**config.mk**
```make
export PLATFORM = sky130hd
export DESIGN_NAME = spc_top
export DESIGN_NICKNAME = d
export VERILOG_FILES = /design/src/verilog/spc_top.v /design/src/verilog/spc_osc_tick.v
export VERILOG_INCLUDE_DIRS = /design/src /design/src/verilog
export SDC_FILE = /design/constraint.sdc
export NUM_CORES = 1
export LEC_CHECK = 0
export BUFFER_PORTS_ARGS = -buffer_cell sky130_fd_sc_hd__buf_2
export CORE_ASPECT_RATIO = 0.6
export CORE_MARGIN = 5
export CORE_UTILIZATION = 45
export CTS_CLUSTER_DIAMETER = 200
export CTS_CLUSTER_SIZE = 12
export DETAILED_ROUTE_END_ITERATION = 8
export PLACE_DENSITY = 0.73
export SLEW_MARGIN = 25
export SYNTH_ARGS = -nofsm -noshare
export SYNTH_HDL_FRONTEND = slang
export SYNTH_HIERARCHICAL = 1
export SYNTH_SLANG_ARGS = --single-unit
```
**constraint.sdc**
```tcl
create_clock -name CLK -period 5.6 [get_ports CLK]
set_input_delay 0.56 -clock CLK [delete_from_list [all_inputs] [get_ports CLK]]
set_output_delay 0.56 -clock CLK [all_outputs]
set_load 0.005 [all_outputs]
```
**src/verilog/spc_consts.vh**
```
// Constants for the sensor reset and power control register group.
//
// Operation
// - Writing 1 to signal-path-reset bit 1 resets the acceleration path, outputs kept.
// - Writing 1 to signal-path-reset bit 0 resets the temperature path, outputs kept.
// - Motion-control bit 7 set enables the wake-on-motion detection logic.
// - Compare mode 1 compares each sample with the previous; software never writes 0.
// - User-control bit 6 enables the buffer; at 0 serial buffer access is blocked.
// - User-control bit 4 switches off the two-wire slave, leaving SPI only.
// - User-control bit 2 resets the buffer and self-clears after one 20 MHz cycle.
// - User-control bit 0 resets both paths and clears every sensor output register.
// - Power-control bit 7 restores all register defaults, then clears itself.
// - Power-control bit 6 holds the device asleep and resets to 1.
// - Cycle bit with no sleep or standby alternates sleep and one sample per interval.
// - Cycling with every axis in standby still wakes on time but samples nothing.
// - Power-control bit 3 disables the on-chip temperature sensor.
// - Clock-source codes 0 and 6 select the internal 20 MHz oscillator.
// - Codes 1 to 5 run from the PLL when ready, else from the oscillator.
// - Code 7 stops the clock and holds the timing generator in reset.
// - The clock-source field resets to 000, the internal oscillator.
`ifndef SPC_CONSTS_VH
`define SPC_CONSTS_VH

// ----------------------------------------------------------------------
// Register offsets
// ----------------------------------------------------------------------
`define SPC_ADDR_PATH_RST 7'h68
`define SPC_ADDR_MOTION 7'h69
`define SPC_ADDR_USER 7'h6A
`define SPC_ADDR_POWER1 7'h6B

// ----------------------------------------------------------------------
// Field positions
// ----------------------------------------------------------------------
`define SPC_BIT_ACCEL_RST 1
`define SPC_BIT_TEMP_RST 0
`define SPC_BIT_MOTION_EN 7
`define SPC_BIT_MOTION_MODE 6
`define SPC_BIT_BUF_EN 6
`define SPC_BIT_TWO_WIRE_DIS 4
`define SPC_BIT_BUF_RST 2
`define SPC_BIT_COND_RST 0
`define SPC_BIT_DEV_RST 7
`define SPC_BIT_SLEEP 6
`define SPC_BIT_CYCLE 5
`define SPC_BIT_THERM_DIS 3
`define SPC_CLOCK_SOURCE_SELECT_HI 2
`define SPC_CLOCK_SOURCE_SELECT_LO 0

// ----------------------------------------------------------------------
// Reset values and clock-source codes
// ----------------------------------------------------------------------
`define SPC_RST_MOTION 8'h00
`define SPC_RST_USER 8'h00
`define SPC_RST_POWER1 8'h40
`define SPC_RST_CLOCK_SOURCE_SELECT 3'h0
`define SPC_CLOCK_SOURCE_SELECT_OSC_A 3'h0
`define SPC_CLOCK_SOURCE_SELECT_OSC_B 3'h6
`define SPC_CLOCK_SOURCE_SELECT_AUTO_LO 3'h1
`define SPC_CLOCK_SOURCE_SELECT_AUTO_HI 3'h5
`define SPC_CLOCK_SOURCE_SELECT_STOP 3'h7

// ----------------------------------------------------------------------
// Timing
// ----------------------------------------------------------------------
`define SPC_CLK_MHZ 250
`define SPC_OSC_MHZ 20
`define SPC_DEVRST_TICKS 4
`define SPC_BASE_TICKS 20000

`endif

```
**src/verilog/spc_top.v**
```verilog
// Reset, motion, user and power control registers with their control outputs.
`include "spc_consts.vh"
`default_nettype none

module spc_top #(
  parameter integer BASE_TICKS = `SPC_BASE_TICKS,
  parameter integer DEVRST_TICKS = `SPC_DEVRST_TICKS
) (
  input wire CLK,
  input wire RST,
  input wire [6:0] REG_ADDR,
  input wire [7:0] REG_WDATA,
  input wire REG_WR,
  input wire REG_RD,
  output reg [7:0] REG_RDATA,
  output reg REG_RVALID,
  input wire [7:0] SAMPLE_DIV,
  input wire STANDBY,
  input wire ACCEL_ALL_STANDBY,
  input wire PLL_READY,
  output reg ACCEL_PATH_RST,
  output reg TEMP_PATH_RST,
  output reg SENSOR_REG_CLEAR,
  output reg MOTION_DETECT_EN,
  output reg MOTION_COMPARE_MODE,
  output reg BUFFER_ENABLE,
  output reg TWO_WIRE_ENABLE,
  output reg BUFFER_RST,
  output reg SLEEP_ACTIVE,
  output reg WAKE_PULSE,
  output reg SAMPLE_PULSE,
  output reg THERMAL_SENSOR_EN,
  output reg CLOCK_FROM_PLL,
  output reg CLOCK_STOPPED,
  output reg DEVICE_RESET_BUSY
);
  // ----------------------------------------------------------------------
  // Declarations
  // ----------------------------------------------------------------------
  localparam [1:0] ST_IDLE = 2'b01;
  localparam [1:0] ST_RESETTING = 2'b10;

  reg [1:0] state;
  reg [1:0] next_state;
  reg [3:0] devrst_cnt;
  reg motion_en;
  reg motion_mode;
  reg buf_en;
  reg two_wire_dis;
  reg buf_rst;
  reg buf_rst_seen;
  reg sleep;
  reg cycle;
  reg therm_dis;
  reg [2:0] clk_sel;
  reg [15:0] base_cnt;
  reg [7:0] div_cnt;
  reg [7:0] next_rdata;
  wire osc_tick;
  wire soft_rst;
  wire wr_path;
  wire wr_motion;
  wire wr_user;
  wire wr_power;
  wire cycling;
  wire interval_done;

  // Integer differences are cut to the counter widths on purpose.
  localparam integer BASE_LAST_INT = BASE_TICKS - 1;
  localparam integer DEVRST_LAST_INT = DEVRST_TICKS - 1;
  localparam [15:0] BASE_LAST = BASE_LAST_INT[15:0];
  localparam [3:0] DEVRST_LAST = DEVRST_LAST_INT[3:0];
  localparam [7:0] RST_MOTION = `SPC_RST_MOTION;
  localparam [7:0] RST_POWER1 = `SPC_RST_POWER1;

  assign wr_path = REG_WR && (REG_ADDR == `SPC_ADDR_PATH_RST);
  assign wr_motion = REG_WR && (REG_ADDR == `SPC_ADDR_MOTION);
  assign wr_user = REG_WR && (REG_ADDR == `SPC_ADDR_USER);
  assign wr_power = REG_WR && (REG_ADDR == `SPC_ADDR_POWER1);
  assign soft_rst = (state == ST_RESETTING);

  // ----------------------------------------------------------------------
  // Oscillator-rate enable
  // ----------------------------------------------------------------------
  // The oscillator tick keeps running even when code 7 stops the sample clock,
  // so the self-clearing buffer reset can always complete.
  spc_osc_tick #(
    .CLK_MHZ(`SPC_CLK_MHZ),
    .OSC_MHZ(`SPC_OSC_MHZ)
  ) u_osc_tick (
    .clk(CLK),
    .rst(RST),
    .tick(osc_tick)
  );

  // ----------------------------------------------------------------------
  // Device reset sequencer
  // ----------------------------------------------------------------------
  // Next-state decode for the device reset sequence.
  always @* begin
    next_state = state;
    case (state)
      ST_IDLE: begin
        if (wr_power && REG_WDATA[`SPC_BIT_DEV_RST]) begin
          next_state = ST_RESETTING;
        end
      end
      ST_RESETTING: begin
        if (osc_tick && (devrst_cnt == DEVRST_LAST)) begin
          next_state = ST_IDLE;
        end
      end
      default: next_state = ST_IDLE;
    endcase
  end

  // The sequence lasts a fixed number of oscillator ticks, then drops the bit.
  always @(posedge CLK or posedge RST) begin
    if (RST) begin
      state <= ST_IDLE;
      devrst_cnt <= 4'h0;
    end else begin
      state <= next_state;
      if (!soft_rst) begin
        devrst_cnt <= 4'h0;
      end else if (osc_tick) begin
        devrst_cnt <= devrst_cnt + 4'h1;
      end
    end
  end

  // ----------------------------------------------------------------------
  // Control registers
  // ----------------------------------------------------------------------
  // Stored fields; reserved bits have no storage, so writes to them vanish.
  always @(posedge CLK or posedge RST) begin
    if (RST) begin
      motion_en <= 1'b0;
      motion_mode <= 1'b0;
      buf_en <= 1'b0;
      two_wire_dis <= 1'b0;
      sleep <= 1'b1;
      cycle <= 1'b0;
      therm_dis <= 1'b0;
      clk_sel <= `SPC_RST_CLOCK_SOURCE_SELECT;
    end else if (soft_rst) begin
      motion_en <= RST_MOTION[`SPC_BIT_MOTION_EN];
      motion_mode <= 1'b0;
      buf_en <= 1'b0;
      two_wire_dis <= 1'b0;
      sleep <= RST_POWER1[`SPC_BIT_SLEEP];
      cycle <= 1'b0;
      therm_dis <= 1'b0;
      clk_sel <= `SPC_RST_CLOCK_SOURCE_SELECT;
    end else begin
      if (wr_motion) begin
        motion_en <= REG_WDATA[`SPC_BIT_MOTION_EN];
        motion_mode <= REG_WDATA[`SPC_BIT_MOTION_MODE];
      end
      if (wr_user) begin
        buf_en <= REG_WDATA[`SPC_BIT_BUF_EN];
        two_wire_dis <= REG_WDATA[`SPC_BIT_TWO_WIRE_DIS];
      end
      if (wr_power) begin
        sleep <= REG_WDATA[`SPC_BIT_SLEEP];
        cycle <= REG_WDATA[`SPC_BIT_CYCLE];
        therm_dis <= REG_WDATA[`SPC_BIT_THERM_DIS];
        clk_sel <= REG_WDATA[`SPC_CLOCK_SOURCE_SELECT_HI:`SPC_CLOCK_SOURCE_SELECT_LO];
      end
    end
  end

  // ----------------------------------------------------------------------
  // Buffer reset bit
  // ----------------------------------------------------------------------
  // The bit must span a full oscillator period, so it waits for one tick to
  // pass after the write before clearing; a new write in that cycle wins.
  always @(posedge CLK or posedge RST) begin
    if (RST) begin
      buf_rst <= 1'b0;
      buf_rst_seen <= 1'b0;
    end else if (wr_user && REG_WDATA[`SPC_BIT_BUF_RST]) begin
      buf_rst <= 1'b1;
      buf_rst_seen <= 1'b0;
    end else if (soft_rst) begin
      buf_rst <= 1'b0;
      buf_rst_seen <= 1'b0;
    end else if (buf_rst && osc_tick) begin
      buf_rst_seen <= 1'b1;
      if (buf_rst_seen) begin
        buf_rst <= 1'b0;
      end
    end
  end

  // ----------------------------------------------------------------------
  // Signal-path reset pulses
  // ----------------------------------------------------------------------
  // One-cycle pulses; only the full conditioning reset clears the outputs.
  always @(posedge CLK or posedge RST) begin
    if (RST) begin
      ACCEL_PATH_RST <= 1'b0;
      TEMP_PATH_RST <= 1'b0;
      SENSOR_REG_CLEAR <= 1'b0;
    end else begin
      ACCEL_PATH_RST <= (wr_path && REG_WDATA[`SPC_BIT_ACCEL_RST])
        || (wr_user && REG_WDATA[`SPC_BIT_COND_RST]);
      TEMP_PATH_RST <= (wr_path && REG_WDATA[`SPC_BIT_TEMP_RST])
        || (wr_user && REG_WDATA[`SPC_BIT_COND_RST]);
      SENSOR_REG_CLEAR <= wr_user && REG_WDATA[`SPC_BIT_COND_RST];
    end
  end

  // ----------------------------------------------------------------------
  // Duty-cycled sampling timer
  // ----------------------------------------------------------------------
  // The interval is BASE_TICKS oscillator ticks times one plus the divider.
  assign cycling = cycle && !sleep && !STANDBY && (clk_sel != `SPC_CLOCK_SOURCE_SELECT_STOP);
  assign interval_done = osc_tick && (base_cnt == BASE_LAST) && (div_cnt == SAMPLE_DIV);

  // Code 7 holds the timing generator, and so this timer, in reset.
  always @(posedge CLK or posedge RST) begin
    if (RST) begin
      base_cnt <= 16'h0000;
      div_cnt <= 8'h00;
      WAKE_PULSE <= 1'b0;
      SAMPLE_PULSE <= 1'b0;
    end else if (!cycling || soft_rst) begin
      base_cnt <= 16'h0000;
      div_cnt <= 8'h00;
      WAKE_PULSE <= 1'b0;
      SAMPLE_PULSE <= 1'b0;
    end else begin
      WAKE_PULSE <= interval_done;
      SAMPLE_PULSE <= interval_done && !ACCEL_ALL_STANDBY;
      if (osc_tick) begin
        if (base_cnt == BASE_LAST) begin
          base_cnt <= 16'h0000;
          div_cnt <= (div_cnt == SAMPLE_DIV) ? 8'h00 : div_cnt + 8'h01;
        end else begin
          base_cnt <= base_cnt + 16'h0001;
        end
      end
    end
  end

  // ----------------------------------------------------------------------
  // Registered control outputs
  // ----------------------------------------------------------------------
  // Every control output is a flop so downstream logic sees clean levels.
  always @(posedge CLK or posedge RST) begin
    if (RST) begin
      MOTION_DETECT_EN <= 1'b0;
      MOTION_COMPARE_MODE <= 1'b0;
      BUFFER_ENABLE <= 1'b0;
      TWO_WIRE_ENABLE <= 1'b1;
      BUFFER_RST <= 1'b0;
      SLEEP_ACTIVE <= 1'b1;
      THERMAL_SENSOR_EN <= 1'b1;
      CLOCK_FROM_PLL <= 1'b0;
      CLOCK_STOPPED <= 1'b0;
      DEVICE_RESET_BUSY <= 1'b0;
    end else begin
      MOTION_DETECT_EN <= motion_en;
      MOTION_COMPARE_MODE <= motion_mode;
      BUFFER_ENABLE <= buf_en;
      TWO_WIRE_ENABLE <= !two_wire_dis;
      BUFFER_RST <= buf_rst;
      // Between cycled samples the device sleeps as well.
      SLEEP_ACTIVE <= sleep || (cycling && !interval_done);
      THERMAL_SENSOR_EN <= !therm_dis;
      // Codes 0 and 6 stay on the oscillator; PLL only once it reports ready.
      CLOCK_FROM_PLL <= (clk_sel >= `SPC_CLOCK_SOURCE_SELECT_AUTO_LO)
        && (clk_sel <= `SPC_CLOCK_SOURCE_SELECT_AUTO_HI) && PLL_READY;
      CLOCK_STOPPED <= (clk_sel == `SPC_CLOCK_SOURCE_SELECT_STOP);
      DEVICE_RESET_BUSY <= soft_rst;
    end
  end

  // ----------------------------------------------------------------------
  // Read port
  // ----------------------------------------------------------------------
  // Read mux; reserved bits and unmapped offsets return zero.
  always @* begin
    next_rdata = 8'h00;
    case (REG_ADDR)
      `SPC_ADDR_PATH_RST: next_rdata = 8'h00;
      `SPC_ADDR_MOTION: begin
        next_rdata[`SPC_BIT_MOTION_EN] = motion_en;
        next_rdata[`SPC_BIT_MOTION_MODE] = motion_mode;
      end
      `SPC_ADDR_USER: begin
        next_rdata[`SPC_BIT_BUF_EN] = buf_en;
        next_rdata[`SPC_BIT_TWO_WIRE_DIS] = two_wire_dis;
        next_rdata[`SPC_BIT_BUF_RST] = buf_rst;
      end
      `SPC_ADDR_POWER1: begin
        next_rdata[`SPC_BIT_DEV_RST] = soft_rst;
        next_rdata[`SPC_BIT_SLEEP] = sleep;
        next_rdata[`SPC_BIT_CYCLE] = cycle;
        next_rdata[`SPC_BIT_THERM_DIS] = therm_dis;
        next_rdata[`SPC_CLOCK_SOURCE_SELECT_HI:`SPC_CLOCK_SOURCE_SELECT_LO] = clk_sel;
      end
      default: next_rdata = 8'h00;
    endcase
  end

  // Read data is presented one cycle after the strobe.
  always @(posedge CLK or posedge RST) begin
    if (RST) begin
      REG_RDATA <= 8'h00;
      REG_RVALID <= 1'b0;
    end else begin
      REG_RVALID <= REG_RD;
      if (REG_RD) begin
        REG_RDATA <= next_rdata;
      end
    end
  end
endmodule // spc_top

`default_nettype wire

```
**src/verilog/spc_osc_tick.v**
```verilog
// Fractional divider making a one-cycle enable at the internal oscillator rate.
`default_nettype none

module spc_osc_tick #(
  parameter integer CLK_MHZ = 250,
  parameter integer OSC_MHZ = 20
) (
  input wire clk,
  input wire rst,
  output reg tick
);
  // ----------------------------------------------------------------------
  // Phase accumulator
  // ----------------------------------------------------------------------
  // Both rates fit in nine bits, so the integer values are cut on purpose.
  localparam [8:0] STEP = OSC_MHZ[8:0];
  localparam [8:0] WRAP = CLK_MHZ[8:0];

  reg [8:0] phase;
  wire [8:0] next_phase = phase + STEP;

  // The ratio is not whole, so ticks are spaced 12 or 13 cycles and average 20 MHz.
  always @(posedge clk or posedge rst) begin
    if (rst) begin
      phase <= 9'h000;
      tick <= 1'b0;
    end else if (next_phase >= WRAP) begin
      phase <= next_phase - WRAP;
      tick <= 1'b1;
    end else begin
      phase <= next_phase;
      tick <= 1'b0;
    end
  end
endmodule // spc_osc_tick

`default_nettype wire

```
==> results.json <==
{
  "status": "complete, no violations",
  "fmax_mhz": 430,
  "grt_max_degree": 37,
  "grt_overflow": 0,
  "start_util": 0.470,
  "crit_path_start_kind": "flop",
  "syn_to_final_growth_pct": 19.4,
  "avgSynthCellArea_um2": 10.7,
  "yosys_warnings": 6,
  "combPwrFrac": 0.039,
  "grt_pass1_vias": 2744,
  "ys_seq_area_frac": 0.500,
  "p_seq_frac": 0.423,
  "ctsResizeCount": 0,
  "core_um2": 8010,
  "first_pass_iters": 4,
  "nets": 446,
  "drt-initial-drc-count": 168,
  "synthFlopType": "dfrtp_1",
  "internal-power_mw": 1.06,
  "layout_min_cycle_time_ns": 2.32,
  "worstPathArrival_ns": 2.58,
  "n_antenna_cell": 0,
  "num_rows": 25,
  "synthArstFlopShare": 1.00,
  "required_ns": 5.85,
  "postCtsSetupBuffers": 0,
  "fin_setup_tns_ns": 0,
  "syn_area_um2": 3760,
  "dieArea_um2": 10300,
  "ctsHtreeMaxLevel": 3,
  "crit_start": "state[0]$_DFFE_PP1P_",
  "wl_um": 8060,
  "fin_total_pwr_mw": 1.33,
  "viasPerCell": 5.39,
  "fp.dieW_um": 128,
  "tritoncts": "built",
  "hold_path.class": "primary input to asynchronous set/reset pin",
  "leakagePower_nw": 2.03,
  "drc": 0,
  "ys_seq_elements": 75,
  "slew_violations": 0,
  "rsz0062_at_grt": "no",
  "worst_pin_slew_ns": 0.683,
  "maxSlewHeadroom": 0.543,
  "io_buffers": 53,
  "critPathMaxFanout": 17,
  "r2r_start": "state[0]$_DFFE_PP1P_",
  "dp_hpwl_um": 5840,
  "synth_cells": 353,
  "hold_violations": 0,
  "irDropWorstVdd_v": 0.000159,
  "clkPwrFrac": 0.538,
  "path_class": "flop to flop",
  "cp-end-kind": "flop",
  "numCtsBuffers": 9,
  "p_sw_frac": 0.202,
  "via_count": 2806,
  "clk_pin_slew_ns": 0.06,
  "synth_nets": 391,
  "wl_per_cell_um": 15.5,
  "ant_nets": 0,
  "fin_worst_skew_ns": 0.00731,
  "cts_sinks": 75,
  "cts.root.buffer_cell": "clkbuf_16",
  "power.switching_uw": 269,
  "cts_max_path_buffers": 2,
  "layout_commonest_cell": "dfrtp_1",
  "grtUsageTotal": 0.165,
  "final_cell_mix": "dfrtp_1, buf_2, nor2_1",
  "grt_antenna_before_repair": 0,
  "cts_hold_buf": 0,
  "synth-edff-count": 0,
  "power.density_nw_per_um2": 296,
  "layout-drive-gt1-share": 0.235,
  "setup_viol": 0,
  "synth_cell_type_count": 63,
  "clock_latency_ns": 0.34,
  "gp_congestion": 0.843,
  "finalCritPeriodShare": 0.415,
  "die_y_um": 80.8,
  "drv_cap": 0,
  "grt_pass1_wl_um": 13400,
  "boundaryPins": 54
}
synthesized netlist by cell type, types with 2 or more instances:
master | number | area (um^2)
inv_1 | 10 | 37.5
buf_2 | 3 | 15.0
o21ai_0 | 4 | 20.0
a32o_1 | 2 | 20.0
o2bb2ai_1 | 2 | 17.5
or2_2 | 3 | 18.8
nor3_1 | 10 | 50.1
a21oi_1 | 9 | 45.0
mux2_2 | 2 | 22.5
dfrtp_1 | 70 | 1750
nand2_1 | 33 | 124
xnor2_1 | 16 | 140
a32oi_1 | 5 | 43.8
nand3_1 | 8 | 40.0
o41ai_1 | 4 | 35.0
nor2_1 | 42 | 158
nor4_1 | 11 | 68.8
and2_1 | 2 | 12.5
nor2b_1 | 3 | 18.8
nor4_4 | 2 | 42.5
xor2_1 | 20 | 175
mux2i_1 | 14 | 140
a22o_1 | 4 | 35.0
nand2b_1 | 4 | 25.0
nor3b_1 | 2 | 15.0
dfstp_2 | 5 | 131
ha_1 | 8 | 100
nand4_1 | 8 | 50.1
and3_1 | 9 | 56.3
inv_2 | 2 | 7.51
clkbuf_1 | 4 | 15.0
per-stage QoR:
step                      hold slack [ns]  worst slack [ns]  utilization  instances  cell area, um^2
after global routing                0.226              2.93        0.561        521             4490
after floorplan                     0.370              3.39            -        353             3760
final                               0.204              3.28        0.561        521             4490
after detailed placement            0.389              3.19        0.514        505             4120
after CTS                           0.206              3.27        0.561        521             4490
after global placement              0.392              3.32        0.514        505             4120
cell type report:
| cell class | instances | area [um^2] |
|---|---|---|
| Fill cell | 688 | 3520 |
| Tap cell | 108 | 135 |
| Inverter | 13 | 48.8 |
| Timing Repair Buffer | 54 | 273 |
| Clock buffer | 9 | 225 |
| Multi-Input combinational cell | 255 | 1780 |
| Clock inverter | 7 | 149 |
| Sequential cell | 75 | 1880 |
final timing paths:
kind	cells after the start	endpoint	slack, ns
max	5	base_cnt[5]$_DFFE_PP0P_	3.28
min	2	u_osc_tick/phase[7]$_DFF_PP0_	0.20
max reg2reg	5	base_cnt[5]$_DFFE_PP0P_	3.28
min reg2reg	1	TWO_WIRE_ENABLE$_DFF_PP1_	0.41
max in group asynchronous	3	THERMAL_SENSOR_EN$_DFF_PP1_	4.35
min in group CLK	2	SAMPLE_PULSE$_DFF_PP0_	0.38
metal layers:
metal / wire length, um / up-vias / track usage
li1: - / 1368 / -
met1: 3970 / 1384 / 0.236
met2: 3710 / 50 / 0.242
met3: 340 / 4 / 0.0506
met4: 38 / 0 / 0.0466
met5: 0 / - / 0
flip-flops by register name, summed over array words and instances (netlist names), 2 cells and up:
signal	cells
base_cnt	16
REG_RDATA	8
div_cnt	8
u_osc_tick/phase	8
devrst_cnt	4
clk_sel	3
state	2
worst max-delay path, cell delays in order (launching register included):
cell and delay, ns:
dfstp_2 0.52, nand2b_1 0.28, inv_2 0.22, nor3_4 0.51, nand2_1 0.49, nor2_1 0.22
power groups by stage:
stage | sequential [mW] | clock [mW] | combinational [mW]
after floorplan | 0.571 | 0 | 0.0271
after global placement | 0.573 | 0 | 0.0516
after detailed placement | 0.573 | 0 | 0.0525
after CTS | 0.563 | 0.728 | 0.0532
after global routing | 0.564 | 0.752 | 0.0595
final | 0.563 | 0.715 | 0.0518
cell families after synthesis:
group,synth area share
buf+inv,0.0269
compound gates,0.0968
simple gates,0.222
mux,0.0432
fa+ha+maj,0.0266
flops,0.500
xor+xnor,0.0838
(Power assumes the default switching activity.)
